**config.mk**
```make
export PLATFORM = sky130hd
export DESIGN_NAME = rom_flash_bank_interface
export DESIGN_NICKNAME = d
export VERILOG_FILES = /design/src/inc/rom_flash_pkg.sv /design/src/inc/gather_if.sv /design/src/verilog/rom_gather_buffer.sv /design/src/verilog/rom_flash_bank_interface.sv
export SDC_FILE = /design/constraint.sdc
export NUM_CORES = 1
export LEC_CHECK = 0
export ABC_AREA = 1
export BUFFER_PORTS_ARGS = -buffer_cell sky130_fd_sc_hd__buf_2
export CORE_MARGIN = 5
export CORE_UTILIZATION = 55
export DETAILED_ROUTE_END_ITERATION = 8
export HOLD_SLACK_MARGIN = 0.12
export MAX_ROUTING_LAYER = met4
export PLACE_DENSITY = 0.76
export SLEW_MARGIN = 20
export SYNTH_ARGS = -nofsm -noshare
export SYNTH_HDL_FRONTEND = slang
export SYNTH_HIERARCHICAL = 1
export SYNTH_SLANG_ARGS = --single-unit
export TNS_END_PERCENT = 30
```
**constraint.sdc**
```tcl
create_clock -name i_clock -period 4.5 [get_ports i_clock]
set_clock_uncertainty 0.15 [all_clocks]
set_input_delay 0.9 -clock i_clock [delete_from_list [all_inputs] [get_ports i_clock]]
set_output_delay 0.9 -clock i_clock [all_outputs]
set_load 0.05 [all_outputs]
```
**src/inc/rom_flash_pkg.sv**
```systemverilog
// Constants for the boot ROM/Flash bank interface.
// Assumes a single 10 MHz clock and straps sampled while reset is held.
package rom_flash_pkg;

   // ----------------------------------------
   // Address map
   // ----------------------------------------
   localparam logic [7:0] ROM_SPACE_TOP8 = 8'hff;
   localparam int BANK_SEL_BIT = 23;
   localparam int ROM_ADDR_W = 21;
   localparam int ADDR_W_64 = 20;
   localparam int MAX_GATHER = 8;

   // ----------------------------------------
   // Width codes and states
   // ----------------------------------------
   typedef enum logic [1:0] {
      WIDTH_8 = 2'h0,
      WIDTH_32 = 2'h1,
      WIDTH_64 = 2'h2
   } width_t;

   typedef enum logic [3:0] {
      ST_IDLE = 4'h1,
      ST_READ = 4'h2,
      ST_WRITE = 4'h4,
      ST_DONE = 4'h8
   } state_t;

   localparam logic [7:0] ACCESS_CYCLES = 8'h04;
   localparam logic [3:0] LANES_8 = 4'h1;
   localparam logic [3:0] LANES_32 = 4'h4;
   localparam logic [3:0] LANES_64 = 4'h8;

endpackage

```
**src/inc/gather_if.sv**
```systemverilog
// Byte gathering carrier between the controller and the gather buffer.
// Assumes one clock shared by both ends.
`timescale 1ns/1ns
interface gather_if;
   logic clear;
   logic load;
   logic [2:0] lane;
   logic [7:0] byte_in;
   logic [63:0] word;
   modport ctrl (output clear, output load, output lane, output byte_in,
      input word);
   modport buf_side (input clear, input load, input lane, input byte_in,
      output word);
endinterface

```
**src/verilog/rom_gather_buffer.sv**
```systemverilog
// Eight-byte gather register that assembles narrow ROM reads.
// Assumes the controller clears it before each access.
`timescale 1ns/1ns
module rom_gather_buffer (
   input wire logic i_clock,
   input wire logic i_reset_n,
   gather_if.buf_side g
);
   logic [63:0] word_q;

   // ----------------------------------------
   // Byte lanes
   // ----------------------------------------
   genvar k;
   generate
      for (k = 0; k < 8; k++) begin : g_lane
         always_ff @(posedge i_clock) begin
            if (!i_reset_n || g.clear) begin
               word_q[63-8*k -: 8] <= 8'h00;
            end else if (g.load && g.lane == 3'(k)) begin
               word_q[63-8*k -: 8] <= g.byte_in;
            end
         end
      end
   endgenerate

   assign g.word = word_q;
endmodule // rom_gather_buffer

```
**src/verilog/rom_flash_bank_interface.sv**
```systemverilog
// Boot ROM/Flash bank interface: decode, strap capture, pin mapping,
// byte gathering. Assumes data pins and straps come from outside the
// clock domain; requests come from logic on the same clock.
// Functional notes
// [RULE_01] Drive 21 address lines, two low-active bank selects, OE and WE.
// [RULE_02] In 64-bit mode AR19..12 go on parity pins, AR11 on bank pin 0.
// [RULE_03] In 32-bit mode AR20 additionally goes on the shared top pin.
// [RULE_04] The read strobe strap at reset picks bank 0 width 8/32/64.
// [RULE_05] The lane-0 strap at reset picks bank 1 width 64 or 32 only.
// [RULE_06] Strap pairs 00,01,1x map to 32/32, 64/64, 8/bank1-by-lane.
// [RULE_07] The 21st address bit is used for 8-bit bank 0 and 32-bit banks.
// [RULE_08] With the lane strap high no 32-bit ROM width exists.
// [RULE_09] An 8-bit ROM sits on the top byte lane of the high data word.
// [RULE_10] An 8-bit system supplies its own decode between two devices.
// [RULE_11] A single-byte read is shifted to the lane its address expects.
// [RULE_12] Up to eight narrow bytes are gathered before data is returned.
// [RULE_13] 0xff800000+ selects bank 0, 0xff000000-0xff7fffff bank 1.
// [RULE_14] Unfitted parts of a bank alias onto the fitted device.
// [RULE_15] The bank 0 select strap at reset may send all ROM to PCI.
// [RULE_16] With ROM on PCI, the local bit returns the lower half to bank 1.
// [RULE_17] WE only on writes, OE only on reads, never both.
`timescale 1ns/1ns
module rom_flash_bank_interface
   import rom_flash_pkg::*;
(
   input wire logic i_clock,
   input wire logic i_reset_n,
   input wire logic i_flash_read_strobe_strap,
   input wire logic i_low_lane0_width_strap,
   input wire logic i_rom_bank0_select_strap,
   input wire logic i_lower_rom_half_local_bit,
   input wire logic i_req_valid,
   input wire logic i_req_write,
   input wire logic [31:0] i_req_addr,
   input wire logic [3:0] i_req_size,
   input wire logic [7:0] i_req_wdata,
   input wire logic [63:0] i_mem_data,
   output logic o_req_ready,
   output logic o_resp_valid,
   output logic [63:0] o_resp_data,
   output logic o_pci_valid,
   output logic [31:0] o_pci_addr,
   output logic o_pci_write,
   output logic o_rom_bank0_select_n,
   output logic o_rom_bank1_select_n,
   output logic o_rom_read_strobe_n,
   output logic o_rom_write_strobe_n,
   output logic [7:0] o_parity_pins_high_addr,
   output logic o_bank_addr_pin0,
   output logic [10:0] o_mem_addr_pins_low,
   output logic o_shared_top_addr_pin,
   output logic [7:0] o_wdata,
   output logic o_wdata_oe
);

   // ----------------------------------------
   // Pin synchronisers and reset straps
   // ----------------------------------------
   logic [2:0] strap_meta_q, strap_sync_q;
   logic [63:0] data_meta_q, data_sync_q;
   logic strap_oe_q, strap_lane_q, strap_pci_q;
   width_t width0_q, width1_q;

   always_ff @(posedge i_clock) begin
      strap_meta_q <= {i_rom_bank0_select_strap, i_low_lane0_width_strap,
         i_flash_read_strobe_strap};
      strap_sync_q <= strap_meta_q;
      data_meta_q <= i_mem_data;
      data_sync_q <= data_meta_q;
   end

   // Straps follow the pins while reset is held and freeze on release
   always_ff @(posedge i_clock) begin
      if (!i_reset_n) begin
         strap_oe_q <= strap_sync_q[0]; // see [RULE_04]
         strap_lane_q <= strap_sync_q[1]; // see [RULE_05]
         strap_pci_q <= strap_sync_q[2]; // see [RULE_15]
      end
   end

   // Lane strap high never yields 32-bit ROM; bank 1 never 8-bit
   always_comb begin
      width1_q = strap_lane_q ? WIDTH_64 : WIDTH_32; // see [RULE_05]
      if (strap_oe_q) begin
         width0_q = WIDTH_8; // see [RULE_06]
      end else begin
         width0_q = strap_lane_q ? WIDTH_64 : WIDTH_32; // see [RULE_08]
      end
   end

   // ----------------------------------------
   // Decode
   // ----------------------------------------
   logic in_rom, hi_half, to_pci;
   assign in_rom = i_req_addr[31:24] == ROM_SPACE_TOP8;
   assign hi_half = i_req_addr[BANK_SEL_BIT]; // see [RULE_13]
   // Lower half returns to the memory bus only when ROM sits on PCI
   assign to_pci = strap_pci_q &&
      !(i_lower_rom_half_local_bit && !hi_half); // see [RULE_15] [RULE_16]

   // ----------------------------------------
   // Access sequencer
   // ----------------------------------------
   state_t state_q;
   logic bank_hi_q, write_q;
   logic [20:0] ar_q;
   logic [7:0] wait_q;
   logic [3:0] beats_q, beat_q;
   logic [2:0] lane0_q;
   width_t width_q;
   gather_if g ();

   rom_gather_buffer u_gather (
      .i_clock(i_clock),
      .i_reset_n(i_reset_n),
      .g(g)
   );

   assign o_req_ready = state_q == ST_IDLE;

   always_ff @(posedge i_clock) begin
      if (!i_reset_n) begin
         state_q <= ST_IDLE;
         bank_hi_q <= 1'b0;
         write_q <= 1'b0;
         ar_q <= 21'h000000;
         wait_q <= 8'h00;
         beats_q <= 4'h0;
         beat_q <= 4'h0;
         lane0_q <= 3'h0;
         width_q <= WIDTH_64;
      end else begin
         unique case (state_q)
            ST_IDLE: begin
               if (i_req_valid && in_rom && !to_pci) begin
                  bank_hi_q <= hi_half;
                  write_q <= i_req_write;
                  width_q <= hi_half ? width0_q : width1_q;
                  lane0_q <= i_req_addr[2:0];
                  wait_q <= ACCESS_CYCLES;
                  beat_q <= 4'h0;
                  // High address bits beyond the device simply alias
                  unique case (hi_half ? width0_q : width1_q) // see [RULE_14]
                     WIDTH_8: begin
                        ar_q <= i_req_addr[20:0]; // see [RULE_07]
                        beats_q <= i_req_write ? 4'h1 :
                           ((i_req_size > LANES_64) ? LANES_64 :
                           (i_req_size == 4'h0 ? 4'h1 : i_req_size));
                     end
                     WIDTH_32: begin
                        ar_q <= {i_req_addr[22:3], 1'b0}; // see [RULE_07]
                        beats_q <= 4'h1;
                     end
                     default: begin
                        ar_q <= {1'b0, i_req_addr[22:3]};
                        beats_q <= 4'h1;
                     end
                  endcase
                  state_q <= i_req_write ? ST_WRITE : ST_READ;
               end
            end
            ST_READ: begin
               if (wait_q == 8'h01) begin
                  wait_q <= ACCESS_CYCLES;
                  beat_q <= beat_q + 4'h1;
                  ar_q <= ar_q + 21'h000001;
                  if (beat_q + 4'h1 == beats_q) begin // see [RULE_12]
                     state_q <= ST_DONE;
                  end
               end else begin
                  wait_q <= wait_q - 8'h01;
               end
            end
            ST_WRITE: begin
               if (wait_q == 8'h01) begin
                  state_q <= ST_DONE;
               end else begin
                  wait_q <= wait_q - 8'h01;
               end
            end
            ST_DONE: state_q <= ST_IDLE;
         endcase
      end
   end

   // ----------------------------------------
   // Gathering and lane alignment
   // ----------------------------------------
   logic sample;
   logic [3:0] lane_sum;
   assign sample = state_q == ST_READ && wait_q == 8'h01;
   assign lane_sum = {1'b0, lane0_q} + beat_q;
   assign g.clear = state_q == ST_IDLE;
   assign g.load = sample && width_q == WIDTH_8;
   assign g.lane = lane_sum[2:0]; // see [RULE_11]
   assign g.byte_in = data_sync_q[63:56]; // see [RULE_09]

   always_ff @(posedge i_clock) begin
      if (!i_reset_n) begin
         o_resp_valid <= 1'b0;
         o_resp_data <= 64'h0;
      end else begin
         o_resp_valid <= state_q == ST_DONE && !write_q;
         // Wide reads were latched at sampling; only gathered bytes land here
         if (state_q == ST_DONE && !write_q && width_q == WIDTH_8) begin
            o_resp_data <= g.word; // see [RULE_12]
         end else if (sample && width_q != WIDTH_8) begin
            // 32-bit parts sit on the high word; other half reads zero
            o_resp_data <= (width_q == WIDTH_32) ?
               {data_sync_q[63:32], 32'h0} : data_sync_q;
         end
      end
   end

   // ----------------------------------------
   // PCI routing
   // ----------------------------------------
   always_ff @(posedge i_clock) begin
      if (!i_reset_n) begin
         o_pci_valid <= 1'b0;
         o_pci_addr <= 32'h0;
         o_pci_write <= 1'b0;
      end else begin
         o_pci_valid <= o_req_ready && i_req_valid && in_rom && to_pci;
         o_pci_addr <= i_req_addr;
         o_pci_write <= i_req_write;
      end
   end

   // ----------------------------------------
   // Pins
   // ----------------------------------------
   logic active;
   assign active = state_q == ST_READ || state_q == ST_WRITE;
   assign o_rom_bank0_select_n = !(active && bank_hi_q); // see [RULE_01]
   assign o_rom_bank1_select_n = !(active && !bank_hi_q); // see [RULE_13]
   assign o_rom_read_strobe_n = !(state_q == ST_READ); // see [RULE_17]
   assign o_rom_write_strobe_n = !(state_q == ST_WRITE); // see [RULE_17]
   always_comb begin
      for (int i = 0; i < 8; i++) begin
         o_parity_pins_high_addr[i] = ar_q[19-i]; // see [RULE_02]
      end
   end
   assign o_bank_addr_pin0 = ar_q[11];
   assign o_mem_addr_pins_low = ar_q[10:0];
   assign o_shared_top_addr_pin =
      (width_q != WIDTH_64) && ar_q[20]; // see [RULE_03]
   assign o_wdata_oe = state_q == ST_WRITE;
   always_ff @(posedge i_clock) begin
      if (!i_reset_n) begin
         o_wdata <= 8'h00;
      end else if (o_req_ready && i_req_valid) begin
         o_wdata <= i_req_wdata;
      end
   end

endmodule // rom_flash_bank_interface

```
# == Word level (Yosys, flattened, before mapping) ==
# Index checks and enable logic that the tools add are counted.
# op_classes
n_reduce_logical,47
n_addsub,4
n_mux,27
n_lt_le_gt_ge,1
n_eq_ne,22
# op_table
cell,count
64-bit 2-to-1 mux,2
21-bit case mux with 2 select lines,2
21-bit 2-to-1 mux,2
4-bit 2-to-1 mux,10
32-bit 2-to-1 mux,1
8-bit 2-to-1 mux,3
8-bit case mux with 3 select lines,1
1-bit logical AND,23
21-bit by 1-bit adder with 21-bit output (second input constant),1
4-bit case mux with 4 select lines,1
3-bit equality test (second input constant),4
1-bit zero test,10
8-bit by 1-bit equality test with 1-bit output (second input constant),1
8-bit equality test (second input constant),1
2-bit inequality test (second input constant),4
4-bit case mux with 2 select lines,1
8-bit by 1-bit subtractor with 8-bit output (second input constant),1
3-bit by 2-bit equality test with 1-bit output (second input constant),2
2-bit 2-to-1 mux,3
3-bit AND reduction,2
2-bit nonzero test,3
4-bit by 1-bit adder with 4-bit output (second input constant),1
2-bit by 1-bit equality test with 1-bit output (second input constant),2
4-bit by 1-bit equality test with 1-bit output (second input constant),1
other kinds (16),19
# totals
word_cells,131
register_bits,356

# == Logic depth before layout (Yosys ltp) ==
# depth
word_depth,8
ltp_mapped,14

# == Hierarchy ==
# Netlist, hierarchy kept.
# by_module_without_submodules
mod,cells_per_inst,seq_area_each_um2,area_each_um2,instances
rom_flash_bank_interface,1208,5875.6,10483.8,1
rom_gather_buffer,369,1281.2,2562.5,1

# == Worst setup path before layout ==
# OpenSTA, ideal clock, no wires.
# synth_timing
kind,register -> output
start,register state_q[1]
end,output port o_rom_bank1_select_n
setup_slack_ps,1056
t_arrival_ps,2394
stages_incl_launch_ff,8
n_path_buf,0
path_cell_list,dfxtp_1 -> inv_1 -> nand2_1 -> nor3_2 -> inv_1 -> nand2_1 -> inv_1 -> or2_2
# synth_between
elab_chain_cells,4
# synth_lines
item,line,source
from (decl),rom_flash_bank_interface.sv:104,state_t state_q;
from (signal assigned),rom_flash_bank_interface.sv:159,state_q <= i_req_write ? ST_WRITE : ST_READ;
4-bit by 3-bit equality test with 1-bit output,n/a,
net o_wdata_oe,rom_flash_bank_interface.sv:53,output logic o_wdata_oe
1-bit logical OR,rom_flash_bank_interface.sv:234,assign active = state_q == ST_READ || state_q == ST_WRITE;
1-bit logical AND,rom_flash_bank_interface.sv:236,assign o_rom_bank1_select_n = !(active && !bank_hi_q);
1-bit zero test,rom_flash_bank_interface.sv:236,
to (decl),rom_flash_bank_interface.sv:45,"output logic o_rom_bank1_select_n,"
# The timed path passes the listed nets, and every way through them passes these cells.

# == Worst setup path after layout ==
# layout_timing
start,register state_q[1]
end,output port o_rom_bank1_select_n
# layout_between
elab_chain_cells,4
# layout_lines
item,line
4-bit by 2-bit equality test with 1-bit output / 4-bit by 3-bit equality test with 1-bit output (equally long branches),rom_flash_bank_interface.sv:234
1-bit logical OR *,rom_flash_bank_interface.sv:234
1-bit logical AND *,rom_flash_bank_interface.sv:236
1-bit zero test *,rom_flash_bank_interface.sv:236
# Mark *: on every way between the ends. The rest lies on a longest branch, timed or not.

==> metrics.yaml <==
synthesis:
  syn_nets: 1699
  synth_xor_area_share_pct: 0.7385
  async_reset_ff_share_pct: 0
  synth_fa_ha_area_share_pct: 0.6330
  yosysMostFrequentCell: "dfxtp_1"
  syn_area_per_cell_um2: 8.273
  synth_seq_area_share_pct: 54.86
  synth_compound_area_share_pct: 13.70
  netlist_area_um2: 13050
  yosysWarningCount: 6
  synth_top_area_share_pct: 54.17
  ys_top_cells_by_area: "dfxtp_1, nand2_1, nor2_1"
  synth-edff-count: 3
  yosysTopAreaCell: "dfxtp_1"
  synth_top_family_by_area: "simple AND/OR/NAND/NOR gates"
  ys.flop_type: "dfxtp_1"
  yosys-mux-area-fraction_pct: 2.455
  syn_inst: 1577
  ys_ff_latch: 356
  ys_top_cells_by_count: "dfxtp_1, nand2_1, nor2_1, o21ai_0, inv_1"
  yosys.area_share.simple_pct: 19.85
  ys_types: 41
clock_network:
  clock_latency_ps: 520
  cts_resized: 0
  holdBufCountCts: 0
  root_buffer: "clkbuf_16"
  cts_setup_buffers: 0
  clk_pin_slew_ps: 60
  htreeDepth: 2
  cts_tree: "yes"
  cts.sinks: 356
  cts_inserted_buffers: 37
  clockBufferDepth: 3
sta:
  hold_viol_final: 0
  fin_crit_sh_pct: 74.34
  setup-violations-final: 0
  tightest_slew_ps: 1035
  holdWs_ps: 167.8
  timing.final.crit_period_ps: 3345
  rsz0062_at_grt: "no"
  fmax_mhz: 298.9
  slew_viol_final: 0
  relSlewSlack_pct: 30.93
  tns_ps: 0
setup_path:
  required_ps: 3450
  start_kind: "register"
  end_kind: "primary output"
  path_class: "register to primary output"
  critPathArrivalTime_ps: 2300
  worstPathMaxFanout: 5
finish:
  final_nets: 1896
  area_growth_syn_to_layout_pct: 18.73
  drive_gt1_share_pct: 20.74
  layout.cells.non_filler: 2126
hold_path:
  worstHoldPathType: "register to register"
power_and_ir_drop:
  seq_power_share_pct: 45.2
  p_sw_share_pct: 26.89
  pwr-share-clk_pct: 41.6
  p_switching_mw: 1.988
  internal_power_mw: 5.404
  ir_drop_v: 0.0004735
  combPwrFrac_pct: 13.2
  cellLeakagePower_nw: 7.086
  total_power_mw: 7.392
  p_per_area_nw_per_um2: 477.2
placement:
  placed_cells: 2054
  port_buffers: 249
  place.gp.congestion: 0.9042
  hpwl_um: 21290
global_route:
  grt_pass1_wl_um: 51870
  grt_overflow: 0
  grt_max_degree: 129
  grt_pass1_vias: 10400
  grt_use_total_pct: 24.08
  antenna_found_initial: 4
drt:
  viasPerCell: 5.194
  drt_iter0_markers: 900
  dr.pass1.iters: 8
  post_drt_wl_per_cell_um: 15.04
  routed_wirelength_um: 31970
  vias: 11040
  drc: 0
  antenna_left: 0
floorplanning:
  dieArea_um2: 26900
  initial_utilization_pct: 55.75
  core-area_um2: 23400
  ios: 250
  die_x_um: 164.0
  die_h_um: 164.0
  rows: 56
outcome:
  status: "finished clean"
flow_run:
  max_cap_viol_count: 0
==> power by group through the flow <==
stage | sequential, mW | combinational (mW) | clock [mW]
2_1_floorplan | 3.53 | 0.594 | 0
3_3_place_gp | 3.41 | 0.957 | 0
3_5_place_dp | 3.41 | 0.975 | 0
4_1_cts | 3.34 | 0.978 | 3.13
5_1_grt | 3.35 | 1.10 | 3.28
6_report | 3.34 | 0.978 | 3.07
==> path summary, 6_finish.rpt <==
check / startpoint / end / slack (ps) / cells past startpoint
worst max-delay path: state_q[1] / o_rom_bank1_select_n / 1150 / 8
worst min-delay path: data_meta_q[2] / data_sync_q[2] / 170 / 0
worst max register to register: beat_q[0] / u_gather/g.word[18] / 1470 / 10
worst min register to register: data_meta_q[2] / data_sync_q[2] / 170 / 0
==> metrics by stage <==
step / area [um2] / worst slack (ps) / utilization (%)
detailed placement: 14230 / 1487 / 60.81
global placement: 14220 / 1523 / 60.78
floorplan: 13050 / 1056 / -
finish: 15490 / 1155 / 66.19
global route: 15490 / 1019 / 66.19
CTS: 15480 / 1133 / 66.14
==> sequential cells by signal (all words and copies together) (netlist names), 2 cells and up <==
name / count
data_meta_q: 64
data_sync_q: 64
o_resp_data: 64
u_gather/g.word: 64
o_pci_addr: 32
ar_q: 21
o_wdata: 8
wait_q: 8
beat_q: 4
beats_q: 4
state_q: 4
lane0_q: 3
strap_meta_q: 3
strap_sync_q: 3
width_q: 2
==> worst max-delay path, cell delays in order (launching register included) <==
cell and delay, ps:
dfxtp_1 310, inv_1 70, nand2_1 100, nor3_2 350
inv_1 180, nand2_1 190, inv_1 100, or2_2 270
buf_2 210
==> per-layer routing <==
| layer | track usage, % | vias to the layer above | part of all wire [%] |
|---|---|---|---|
| met1 | 33.10 | 5073 | 45 |
| met3 | 4.015 | 72 | 6.9 |
| met5 | - | - | 0 |
| li1 | - | 5520 | - |
| met2 | 36.87 | 377 | 46 |
| met4 | 7.205 | 0 | 2.7 |
==> logic make-up after synthesis <==
group,Yosys count
AOI/OAI and AO/OA,332
xor gates and xnor gates,11
adders and majority gates,6
buffers and inverters,218
DFF,356
muxes,32
and+or+nand+nor,622
==> final cells by class <==
class                           count  area [um2]
Fill cell                        2044        7913
Sequential cell                   356        7158
Multi-Input combinational cell   1003        4907
Timing Repair Buffer              257        1321
Clock buffer                       53        1067
Inverter                          119       446.7
Tap cell                          319       399.1
Clock inverter                     15       180.2
Antenna cell                        4       10.01
==> cell usage in the layout (no fill, tap or decap), drive strengths merged <==
cell,netlist,routed
dfxtp,353,353
nand2,296,296
buf,58,257
nor2,201,201
o21ai,189,189
a21oi,125,125
inv,118,121
nand3,101,101
clkbuf,41,53
mux2i,32,32
nor3,10,10
nand4,7,7
clkinv,1,7
xnor2,6,6
xor2,5,5
ha,5,5
diode,0,4
a31oi,4,4
o211ai,4,4
or2,4,4
a211oi,3,3
o22ai,3,3
bufinv,0,3
clkinvlp,0,3
edfxtp,3,3
nor4,2,2
o2111ai,2,2
nand3b,1,1
o221ai,1,1
a22oi,1,1
fa,1,1
No activity file was read; power rests on OpenSTA's default activity.
